===== src/srq_pkg.sv =====
package srq_pkg;
  // Status byte values, as presented at serial poll
  localparam logic [7:0] STB_NONE = 8'h00;
  localparam logic [7:0] STB_POWER_ON = 8'h41;
  localparam logic [7:0] STB_OP_COMPLETE = 8'h42;
  localparam logic [7:0] STB_USER_REQ = 8'h43;
  localparam logic [7:0] STB_SUPPLY_RECOVER = 8'h45;
  localparam logic [7:0] STB_CMD_ERROR = 8'h61;
  localparam logic [7:0] STB_EXEC_ERROR = 8'h62;
  localparam logic [7:0] STB_INTERNAL_ERROR = 8'h63;
  localparam logic [7:0] STB_DEVICE_EVENT = 8'hC0;
  // Field positions within the status byte (bit 1 of the byte is index 0)
  localparam int CODE_LSB = 0;
  localparam int CODE_W = 4;
  localparam int ABNORMAL_BIT = 5;
  localparam int SRQ_BIT = 6;
  // Event codes
  localparam logic [9:0] EVC_NONE = 10'h000;
  localparam logic [9:0] EVC_MEAS_SIGNAL = 10'h192;
  localparam logic [9:0] EVC_MEAS_SWEEP = 10'h196;
  // Depth of the event code store
  localparam int LIFO_DEPTH = 10;
  // Reset values of the two enables
  localparam logic RQS_RESET = 1'b1;
  localparam logic OPC_RESET = 1'b1;
  // Event source indices, lowest index wins when several arrive together
  localparam int EV_W = 9;
  localparam int EV_POWER = 0;
  localparam int EV_INTERNAL = 1;
  localparam int EV_EXEC = 2;
  localparam int EV_CMD = 3;
  localparam int EV_RECOVER = 4;
  localparam int EV_USER = 5;
  localparam int EV_DEVICE = 6;
  localparam int EV_MEAS_SIG = 7;
  localparam int EV_MEAS_SWP = 8;
endpackage


===== src/event_lifo.sv =====
`timescale 1ns/1ps
// Last-in-first-out store of event codes; a push when full drops the oldest
module event_lifo
  import srq_pkg::*;
#(
  parameter int DEPTH = srq_pkg::LIFO_DEPTH,
  parameter int W = 10
) (
  // Clock and reset
  input wire logic sys_clk,
  input wire logic sys_rst,
  // Push and pop
  input wire logic push,
  input wire logic [W-1:0] push_data,
  input wire logic pop,
  // State
  output logic [W-1:0] top_data,
  output logic [$clog2(DEPTH+1)-1:0] count
);
  logic [W-1:0] mem_q [DEPTH];
  logic [$clog2(DEPTH+1)-1:0] count_q;

  assign count = count_q;
  assign top_data = (count_q == '0) ? '0 : mem_q[0];

  // Entry 0 is the newest; shifting keeps pop and overflow trivial
  always_ff @(posedge sys_clk or posedge sys_rst) begin
    if (sys_rst) begin
      count_q <= '0;
      for (int i = 0; i < DEPTH; i++) begin
        mem_q[i] <= '0;
      end
    end else if (push) begin
      mem_q[0] <= push_data;
      for (int i = 1; i < DEPTH; i++) begin
        mem_q[i] <= mem_q[i-1];
      end
      // Full store loses the oldest entry off the far end
      if (count_q != DEPTH[$clog2(DEPTH+1)-1:0]) begin
        count_q <= count_q + 1'b1;
      end
    end else if (pop && count_q != '0) begin
      for (int i = 0; i < DEPTH - 1; i++) begin
        mem_q[i] <= mem_q[i+1];
      end
      count_q <= count_q - 1'b1;
    end
  end
endmodule


===== src/status_pick.sv =====
`timescale 1ns/1ps
// Maps the highest-priority raised event to its status byte and event code
module status_pick
  import srq_pkg::*;
(
  // Event strobes
  input wire logic [srq_pkg::EV_W-1:0] ev,
  input wire logic [9:0] ev_code,
  // Result
  output logic hit,
  output logic [7:0] stb,
  output logic [9:0] code
);
  always_comb begin
    hit = |ev;
    stb = STB_NONE;
    code = EVC_NONE;
    for (int i = EV_W - 1; i >= 0; i--) begin
      if (ev[i]) begin
        code = ev_code;
        case (i)
          EV_POWER: stb = STB_POWER_ON;
          EV_INTERNAL: stb = STB_INTERNAL_ERROR;
          EV_EXEC: stb = STB_EXEC_ERROR;
          EV_CMD: stb = STB_CMD_ERROR;
          EV_RECOVER: stb = STB_SUPPLY_RECOVER;
          EV_USER: stb = STB_USER_REQ;
          EV_DEVICE: stb = STB_DEVICE_EVENT;
          EV_MEAS_SIG: begin
            stb = STB_OP_COMPLETE;
            code = EVC_MEAS_SIGNAL;
          end
          EV_MEAS_SWP: begin
            stb = STB_OP_COMPLETE;
            code = EVC_MEAS_SWEEP;
          end
          default: stb = STB_NONE;
        endcase
      end
    end
  end
endmodule


===== src/gpib_status_srq_reporter.sv =====
`timescale 1ns/1ps
// Overview of operation
// - Drive SRQ while an event waits and service requests are enabled.
// - Serial poll returns a status byte naming the event category.
// - Answering a poll drops the pending request without any clear command.
// - The one pending unreported byte re-raises SRQ once the latest is polled; older bytes are lost.
// - Event query returns the decimal event code of the condition.
// - Keep only the latest status byte plus one pending byte.
// - Event codes sit in a ten-deep LIFO; queries return newest unread.
// - Masked general or completion requests wait until unmasked; a completion arriving masked queues its code but no status byte, and is never asserted.
// - With requests disabled, up to ten events still accumulate for queries.
// - Completion enable on raises status 66 on completion; off suppresses it.
// - Enable queries return only ON or OFF.
// - Category code sits in status bits 1 to 4.
// - Status bit 6 set for abnormal, clear for normal.
// - Status bit 7 shows SRQ asserted, depending on request enable.
// - No waiting event gives a status byte of zero.
// - Power cycle reports status 65.
// - Single-sweep pressed with fast/shift held reports status 67.
// - Phase-lock or overheat error clearing reports status 69.
// - Unparsable message reports status 97.
// - Recognized but unexecutable message reports status 98.
// - Detected malfunction reports status 99.
// - Instrument-specific event reports status 192.
// - Measure-signal done queues 402, measure-sweep done 406, both status 66.
module gpib_status_srq_reporter
  import srq_pkg::*;
#(
  parameter int DEPTH = srq_pkg::LIFO_DEPTH
) (
  // Clock and reset
  input wire logic sys_clk,
  input wire logic sys_rst,
  // Event sources, one-cycle strobes
  input wire logic power_on_ev,
  input wire logic internal_err_ev,
  input wire logic exec_err_ev,
  input wire logic cmd_err_ev,
  input wire logic supply_recover_ev,
  input wire logic single_btn,
  input wire logic fast_shift_held,
  input wire logic device_ev,
  input wire logic meas_signal_done,
  input wire logic meas_sweep_done,
  input wire logic [9:0] ev_code_in,
  // Parser commands, one-cycle strobes
  input wire logic service_request_enable_cmd,
  input wire logic completion_request_enable_cmd,
  input wire logic cmd_arg_on,
  input wire logic request_enable_query,
  input wire logic completion_enable_query,
  input wire logic event_query,
  input wire logic serial_poll,
  // Bus side
  output logic srq_out,
  output logic [7:0] serial_poll_status_byte,
  output logic poll_valid,
  // Query answers
  output logic [9:0] event_code,
  output logic event_valid,
  output logic enable_state,
  output logic enable_valid,
  // Observed state
  output logic rqs_enabled,
  output logic opc_enabled,
  output logic [$clog2(DEPTH+1)-1:0] events_stored
);
  logic [EV_W-1:0] ev;
  logic hit;
  logic [7:0] new_stb;
  logic [9:0] new_code;
  logic is_opc;
  logic push;
  logic [9:0] lifo_top;
  logic [$clog2(DEPTH+1)-1:0] lifo_count;
  logic rqs_q;
  logic opc_q;
  logic [7:0] latest_q;
  logic [7:0] pending_q;
  logic latest_v_q;
  logic pending_v_q;
  logic latest_opc_q;
  logic pending_opc_q;
  logic srq_q;
  logic [7:0] stb_q;
  logic poll_v_q;
  logic [9:0] evc_q;
  logic evc_v_q;
  logic en_q;
  logic en_v_q;
  logic [$clog2(DEPTH+1)-1:0] cnt_q;
  logic req_ok;

  // Gather the event strobes
  assign ev[EV_POWER] = power_on_ev;
  assign ev[EV_INTERNAL] = internal_err_ev;
  assign ev[EV_EXEC] = exec_err_ev;
  assign ev[EV_CMD] = cmd_err_ev;
  assign ev[EV_RECOVER] = supply_recover_ev;
  assign ev[EV_USER] = single_btn & fast_shift_held;
  assign ev[EV_DEVICE] = device_ev;
  assign ev[EV_MEAS_SIG] = meas_signal_done;
  assign ev[EV_MEAS_SWP] = meas_sweep_done;

  status_pick u_pick (
    .ev(ev),
    .ev_code(ev_code_in),
    .hit(hit),
    .stb(new_stb),
    .code(new_code)
  );

  assign is_opc = (new_stb == STB_OP_COMPLETE);
  // Codes always queue, even with requests disabled
  assign push = hit;

  event_lifo #(.DEPTH(DEPTH), .W(10)) u_lifo (
    .sys_clk(sys_clk),
    .sys_rst(sys_rst),
    .push(push),
    .push_data(new_code),
    .pop(event_query & ~push),
    .top_data(lifo_top),
    .count(lifo_count)
  );

  // Enables, written by the command parser
  always_ff @(posedge sys_clk or posedge sys_rst) begin
    if (sys_rst) begin
      rqs_q <= RQS_RESET;
      opc_q <= OPC_RESET;
    end else begin
      if (service_request_enable_cmd) begin
        rqs_q <= cmd_arg_on;
      end
      if (completion_request_enable_cmd) begin
        opc_q <= cmd_arg_on;
      end
    end
  end

  // Two-slot status store; a new byte always wins over a poll in the same cycle
  always_ff @(posedge sys_clk or posedge sys_rst) begin
    if (sys_rst) begin
      latest_q <= STB_NONE;
      pending_q <= STB_NONE;
      latest_v_q <= 1'b0;
      pending_v_q <= 1'b0;
      latest_opc_q <= 1'b0;
      pending_opc_q <= 1'b0;
    end else if (hit && !(is_opc && !opc_q)) begin
      // Older bytes beyond two are lost
      latest_q <= new_stb;
      latest_opc_q <= is_opc;
      latest_v_q <= 1'b1;
      if (serial_poll) begin
        pending_v_q <= 1'b0;
      end else begin
        pending_q <= latest_q;
        pending_opc_q <= latest_opc_q;
        pending_v_q <= latest_v_q;
      end
    end else if (serial_poll && latest_v_q) begin
      // Poll consumes the latest; the pending one moves up
      latest_q <= pending_q;
      latest_opc_q <= pending_opc_q;
      latest_v_q <= pending_v_q;
      pending_v_q <= 1'b0;
    end
  end

  // A request may go out only if its own mask allows it
  assign req_ok = latest_v_q && rqs_q && !(latest_opc_q && !opc_q);

  // SRQ line and its follow-on reassertion
  always_ff @(posedge sys_clk or posedge sys_rst) begin
    if (sys_rst) begin
      srq_q <= 1'b0;
    end else if (serial_poll) begin
      srq_q <= 1'b0;
    end else begin
      srq_q <= req_ok;
    end
  end

  // Serial poll answer
  always_ff @(posedge sys_clk or posedge sys_rst) begin
    if (sys_rst) begin
      stb_q <= STB_NONE;
      poll_v_q <= 1'b0;
    end else begin
      poll_v_q <= serial_poll;
      if (serial_poll) begin
        if (!latest_v_q) begin
          stb_q <= STB_NONE;
        end else begin
          // Bit 7 reflects whether the request was really raised
          stb_q <= {latest_q[7], srq_q, latest_q[5:0]};
        end
      end
    end
  end

  // Event query answer; an empty store answers zero
  always_ff @(posedge sys_clk or posedge sys_rst) begin
    if (sys_rst) begin
      evc_q <= EVC_NONE;
      evc_v_q <= 1'b0;
    end else begin
      evc_v_q <= event_query;
      if (event_query) begin
        evc_q <= lifo_top;
      end
    end
  end

  // Enable queries carry only the on/off flag
  always_ff @(posedge sys_clk or posedge sys_rst) begin
    if (sys_rst) begin
      en_q <= 1'b0;
      en_v_q <= 1'b0;
    end else begin
      en_v_q <= request_enable_query | completion_enable_query;
      if (request_enable_query) begin
        en_q <= rqs_q;
      end else if (completion_enable_query) begin
        en_q <= opc_q;
      end
    end
  end

  // Registered count for the observation port
  always_ff @(posedge sys_clk or posedge sys_rst) begin
    if (sys_rst) begin
      cnt_q <= '0;
    end else begin
      cnt_q <= lifo_count;
    end
  end

  assign srq_out = srq_q;
  assign serial_poll_status_byte = stb_q;
  assign poll_valid = poll_v_q;
  assign event_code = evc_q;
  assign event_valid = evc_v_q;
  assign enable_state = en_q;
  assign enable_valid = en_v_q;
  assign rqs_enabled = rqs_q;
  assign opc_enabled = opc_q;
  assign events_stored = cnt_q;
endmodule


===== config.mk =====
export PLATFORM = sky130hd
export DESIGN_NAME = gpib_status_srq_reporter
export DESIGN_NICKNAME = d
export VERILOG_FILES = /design/src/srq_pkg.sv /design/src/event_lifo.sv /design/src/status_pick.sv /design/src/gpib_status_srq_reporter.sv
export SDC_FILE = /design/constraint.sdc
export NUM_CORES = 1
export LEC_CHECK = 0
export BUFFER_PORTS_ARGS = -buffer_cell sky130_fd_sc_hd__buf_2
export CAP_MARGIN = 20
export CORE_MARGIN = 2
export CORE_UTILIZATION = 54
export DETAILED_ROUTE_END_ITERATION = 8
export PLACE_DENSITY_LB_ADDON = 0.05
export SETUP_SLACK_MARGIN = 0.3
export SLEW_MARGIN = 10
export SYNTH_ARGS = -nofsm -noshare
export SYNTH_HDL_FRONTEND = slang
export SYNTH_SLANG_ARGS = --single-unit

===== constraint.sdc =====
create_clock -name sys_clk -period 14.3 [get_ports sys_clk]
set_input_delay 1.43 -clock sys_clk [delete_from_list [all_inputs] [get_ports sys_clk]]
set_output_delay 1.43 -clock sys_clk [all_outputs]
set_load 0.03 [all_outputs]

==> metrics.txt, run 1 <==
Seq/Total Area, Yosys 0.547; worst vdd ir 89.3 uV; Worst Skew 0.00642 ns; synthesized net count between 700 and 800; cell count after synthesis 721; chip height 117 um; R2R depth 5; vias in the first global route 4662; Critical Path Fanout Max 90; Initial Utilization 0.550; hold endpoint u_lifo.mem_q[6]; R2R Setup Slk 11.94 ns; Horiz. Die Dim 117 um; P per Cell Area 148 nW/um^2; Worst R2R End u_lifo.count[3]; Slew @ Worst Pin 0.951 ns; Mapped Area 6920 um^2; Yosys Warn Count 0; fillers 1031; DIE AREA 13700 um^2; first-pass GRT wire length approximately 23000 um; CTS Buf Count 17; Iter 0 DRT Violations 445; XOR/XNOR share of the synthesized area 0.00380; hold crit path type flop to flop; ys flop type dfrtp_1; commonest non-fill, non-tap cell in the layout nand2_1; fin. max-slew vios 0; I/O Buffers 57; Final period util 0.283; drt via density 5.41; largest net degree at the start of global routing slightly above 90; endpoints failing setup 0; Yosys reg bits 151; Lkg Pwr 3.52 nW; Syn Area/Cell 9.59 um^2; Worst slew margin 0.366; pre-CTS setup slack 9.85 ns; initial antenna violation count 0; worst-skew pair later-pin latency ~0.43 ns; CTS resizes 0; share of cells above drive strength 1 0.213; Overall Global Routing Usage 0.216; Core Area 12600 um^2; Final ANT Viol Nets 0; Fin. Hold Viols 0; global route overflow 0; main combinational cell family by area after synthesis simple AND/OR/NAND/NOR gates; Synth cell types 47; Cell Count, Final, Fillers Out 941; MaxCap Viol Count 0; RD Place Congestion 0.817; Worst-path clk slew 0.06 ns; complex-gate fraction of the synthesized area 0.166; commonest non-fill, non-tap cells in the layout 231 x nand2_1, 149 x dfrtp_1, 87 x nor2_1; area grow syn2layout 13.7%; Synth Area in Simple Gates 0.193; Cell Count Post-Placement 909; DP Wirelength 8420 um; f_max 247 MHz; RSZ-0062 raised after global routing no; H-Tree Depth 4; via count 5092; Root Buffer clkbuf_16; clock sink count 151; setup total negative slack 0 ns; FP Rows 41; hold wc startpoint u_lifo.mem_q[6]; hold depth 2; Ant. Diodes 0; multiplexer area fraction after synthesis 0.0340; Worst Path Class, Setup primary input to flop; Crit path required time 14.61 ns; asr flop ratio synth 1.00; Net count, final 788; reg2reg start u_lifo.count[1]; setup bufs post-CTS 0; drt wl/cell 14.5 um; Startpoint Class primary input; Final min period 4.04 ns; post-synthesis adder-cell area fraction 0.00651; # IOs 58; Worst Setup End Kind flop; final wirelength 13600 um; critical path arrival 4.35 ns; cts hold-fix bufs 0; CTS tree done; DRC viols 0; status finished, final reports clean; DRT Pass-1 Iters 4; Post-synth EDFFs 0; setup ws final just over 10 ns; clk buf depth 2
==> power breakdown <==
group / switching, mW / internal, mW / total (mW)
logic: 0.120 / 0.0607 / 0.181
registers: 0.0352 / 0.468 / 0.503
clock network: 0.168 / 0.312 / 0.481
==> worst max-delay path, stage by stage <==
cell,delay [ns]
buf_2,0.13
or4_4,0.56
or3_1,0.31
buf_4,0.23
inv_6,0.52
buf_4,0.85
o2bb2ai_1,0.20
nand2_1,0.06
==> final cells by class <==
| cell class | instances | area, um^2 | area share |
|---|---|---|---|
| Sequential cell | 151 | 3780 | 0.481 |
| Multi-Input combinational cell | 501 | 2800 | 0.356 |
| Clock buffer | 27 | 543 | 0.0690 |
| Timing Repair Buffer | 62 | 323 | 0.0410 |
| Tap cell | 172 | 215 | 0.0274 |
| Clock inverter | 5 | 106 | 0.0135 |
| Inverter | 23 | 96.3 | 0.0122 |
==> synth_stat cells, drive strengths merged, types with 3 or more instances <==
library cell | n | share of area
a31oi | 82 | 0.12
a21oi | 5 | 0.0036
dfrtp | 149 | 0.54
o21ai | 26 | 0.019
nor3 | 3 | 0.0022
nand2 | 231 | 0.13
mux2 | 12 | 0.020
buf | 21 | 0.024
inv | 23 | 0.013
mux2i | 10 | 0.014
clkbuf | 25 | 0.014
nor2 | 87 | 0.047
o2bb2ai | 3 | 0.0038
nand3 | 10 | 0.0072
==> cell families (layout without fill, tap and decap cells) <==
group,Yosys count,in the layout
multiplexers,22,22
AND/OR/NAND/NOR,341,341
buffers and inverters,69,117
adder cells (fa/ha/maj),3,3
XOR/XNOR,3,3
AO/OA/AOI/OAI,132,132
flip-flops,151,151
==> state kept, by name (all words and copies together) (netlist names), 4 cells and up <==
| register | cells |
|---|---|
| event_code | 10 |
| events_stored | 4 |
| latest_q | 7 |
| pending_q | 7 |
| serial_poll_status_byte | 8 |
| u_lifo.count | 4 |
| u_lifo.mem_q | 100 |
==> worst max path at each step <==
stage                          startpoint                to  slack [ns]
after floorplan                   sys_rst      enable_state        8.81
after global placement    internal_err_ev  u_lifo.mem_q[91]        9.87
after detailed placement  internal_err_ev  u_lifo.mem_q[91]        9.85
after CTS                 internal_err_ev  u_lifo.mem_q[10]       10.30
after global routing      internal_err_ev  u_lifo.mem_q[91]       10.03
final                     internal_err_ev  u_lifo.mem_q[91]       10.26
==> per-stage QoR <==
stage          hold WS [ns]   util  power, mW  cell area, um^2
6_report              0.466  0.626       1.16             7870
3_3_place_gp          0.448  0.574      0.685             7220
3_5_place_dp          0.456  0.574      0.693             7220
5_1_grt               0.493  0.626       1.22             7870
2_1_floorplan         0.439      -      0.640             6920
4_1_cts               0.471  0.626       1.18             7870
==> routing by layer <==
layer  vias up  routed length [um]  global-route usage
li1       2497                   -                   -
met1      2476                6540               0.310
met2       106                6310               0.314
met3        13                 615              0.0628
met4         0                 172              0.0776
met5         -                   0                   0
Note: power is estimated with default switching activity, not from simulation.
==> run 2: changes to the inputs <==
--- a/config.mk
+++ b/config.mk
@@ -5,10 +5,11 @@
 export SDC_FILE = /design/constraint.sdc
 export NUM_CORES = 1
 export LEC_CHECK = 0
+export ABC_AREA = 1
 export BUFFER_PORTS_ARGS = -buffer_cell sky130_fd_sc_hd__buf_2
 export CAP_MARGIN = 20
 export CORE_MARGIN = 2
-export CORE_UTILIZATION = 54
+export CORE_UTILIZATION = 53
 export DETAILED_ROUTE_END_ITERATION = 8
 export PLACE_DENSITY_LB_ADDON = 0.05
 export SETUP_SLACK_MARGIN = 0.3
==> constraint.sdc (replaced) <==
create_clock -name sys_clk -period 3.55 [get_ports sys_clk]
set_input_delay 0.355 -clock sys_clk [delete_from_list [all_inputs] [get_ports sys_clk]]
set_output_delay 0.355 -clock sys_clk [all_outputs]
set_load 0.03 [all_outputs]
==> metrics.txt, run 2 <==
Synth cell types 33; Final period util 0.700; worst vdd ir 286 uV; chip height 115 um; RD Place Congestion 0.819; Worst Setup End Kind flop; Initial Utilization 0.545; Crit path required time between 3 and 4 ns; fin. max-slew vios 0; setup bufs post-CTS 0; post-synth top area share 0.567; # IOs 58; endpoints failing setup 0; cell count after synthesis 734; critical path arrival 2.81 ns; design area ~7500 um^2; commonest non-fill, non-tap cell in the layout nand2_1; top-count cell post-synth nand2_1; DRT Pass-1 Iters 5; Largest register FFs 100; Seq/Total Area, Yosys 0.575; worst-skew pair later-pin latency about 0.42 ns; ys flop type dfrtp_1; Lkg Pwr 3.65 nW; synthesized net count 766; hold_ws 0.0768 ns; MaxCap Viol Count 0; RSZ-0062 raised after global routing no; Post-synth EDFFs 0; first-pass GRT wire length 23100 um; DP Wirelength 8130 um; area grow syn2layout 14.5%; Commonest cells post-synth 257 x nand2_1, 149 x dfrtp_1, 66 x inv_1; Worst Skew 0.00609 ns; global route overflow 0; Yosys reg bits about 150; pre-CTS setup slack around 1.0 ns; Worst slew margin 0.370; fillers a little over 1000; Horiz. Die Dim 115 um; clock sink count 151; Final min period 2.49 ns; cts hold-fix bufs 0; H-Tree Depth 4; Core Area 12100 um^2; drt via density about 5.2; Iter 0 DRT Violations 394; P per Cell Area approximately 580 nW/um^2; FF+latch area 3780 um^2; Fin. Hold Viols 0; Worst Path Class, Setup flop to flop; clk buf depth 2; CTS Buf Count 17; FP Rows 40; Net count, final 813; Final Util 0.624; DRC viols 0; I/O Buffers 57; Final ANT Viol Nets 0; CTS resizes 0; hold crit path type primary input to asynchronous set/reset pin; Mapped Area roughly 6600 um^2; initial antenna violation count 0; multi-input logic area 2310 um^2; asr flop ratio synth 1.00; Worst-path clk slew 0.06 ns; setup ws final 1.06 ns; DIE AREA 13300 um^2; final wirelength 13400 um; Slew @ Worst Pin about 0.94 ns; f_max 402 MHz; status finished, final reports clean; Startpoint Class flop; Overall Global Routing Usage 0.220; Syn Area/Cell ~9.0 um^2; Ant. Diodes 0; commonest non-fill, non-tap cells in the layout 257 x nand2_1, 149 x dfrtp_1, 65 x inv_1; setup total negative slack 0 ns; top cell type by total area after synthesis dfrtp_1; CTS tree done; share of cells above drive strength 1 0.154; Area contributors post-synth dfrtp_1 57%, nand2_1 15%, inv_1 3.8%; DP Area approximately 6900 um^2; Root Buffer clkbuf_16; Critical Path Fanout Max 45; via count 5016; largest net degree at the start of global routing 120; Yosys Warn Count 0; drt wl/cell ~14 um; Biggest register u_lifo.mem_q; vias in the first global route 4774
==> run 2: cell count changes after synthesis, moves of 22 or more <==
cell | before | now
a31oi_1 | 34 | 1
a31oi_2 | 48 | 0
inv_1 | 22 | 66
nand2_1 | 231 | 257
nand3_1 | 10 | 47
nor2_1 | 87 | 37
o211ai_1 | 0 | 28
o22ai_1 | 1 | 23
==> run 2: final timing paths <==
path | from | end | slack, ns | depth (start not counted)
worst max-delay path | u_lifo.count[1] | u_lifo.mem_q[16] | 1.06 | 9
worst min-delay path | sys_rst | serial_poll_status_byte[6] | 0.08 | 3
worst max register to register | u_lifo.count[1] | u_lifo.mem_q[16] | 1.06 | 9
worst min register to register | u_lifo.count[2] | events_stored[2] | 0.45 | 0
max in group asynchronous | sys_rst | u_lifo.mem_q[47] | 2.96 | 3
min in group sys_clk | serial_poll | poll_valid | 0.08 | 1
==> run 2: worst max-delay path, stage by stage (launching register included) <==
cell	delay, ns
dfrtp_1	0.43
inv_1	0.10
nand3_1	0.10
nand2_1	0.28
inv_1	0.20
nand2_4	0.22
inv_2	0.32
buf_4	0.48
nand2_1	0.11
o211ai_1	0.12
==> run 2: metrics by stage <==
stage               power [mW]  std cells
finish                    4.36        962
global route              4.55        962
CTS                       4.40        962
detailed placement        2.52        930
global placement          2.50        930
floorplan                 2.37        734
==> run 2: final cells by class <==
type                    count  area share
repair buffers             63      0.0455
well taps                 168      0.0279
multi-input cells         479       0.307
inverters                  69      0.0349
flip-flops and latches    151       0.502
clock inverters             7      0.0153
clock buffers              25      0.0671
==> run 2: power by group <==
group	switching [mW]	internal, mW
registers	0.105	1.88
clock network	0.669	1.20
logic	0.337	0.171
==> run 2: kinds of logic (layout without fill, tap and decap cells) <==
logic type      after synthesis  count (layout)  share of synthesized area
simple gates                362             362                      0.232
flops                       151             151                      0.575
compound gates              111             111                      0.108
buf+inv                     104             164                     0.0731
fa+ha+maj                     3               3                    0.00685
xor+xnor                      2               2                    0.00267
mux                           1               1                    0.00171
==> run 2: per-layer routing <==
layer / share of wire / track usage / up-vias
li1: - / - / 2464
met3: 0.048 / 0.0496 / 16
met5: 0 / 0 / -
met1: 0.50 / 0.313 / 2414
met2: 0.44 / 0.335 / 122
met4: 0.012 / 0.0771 / 0
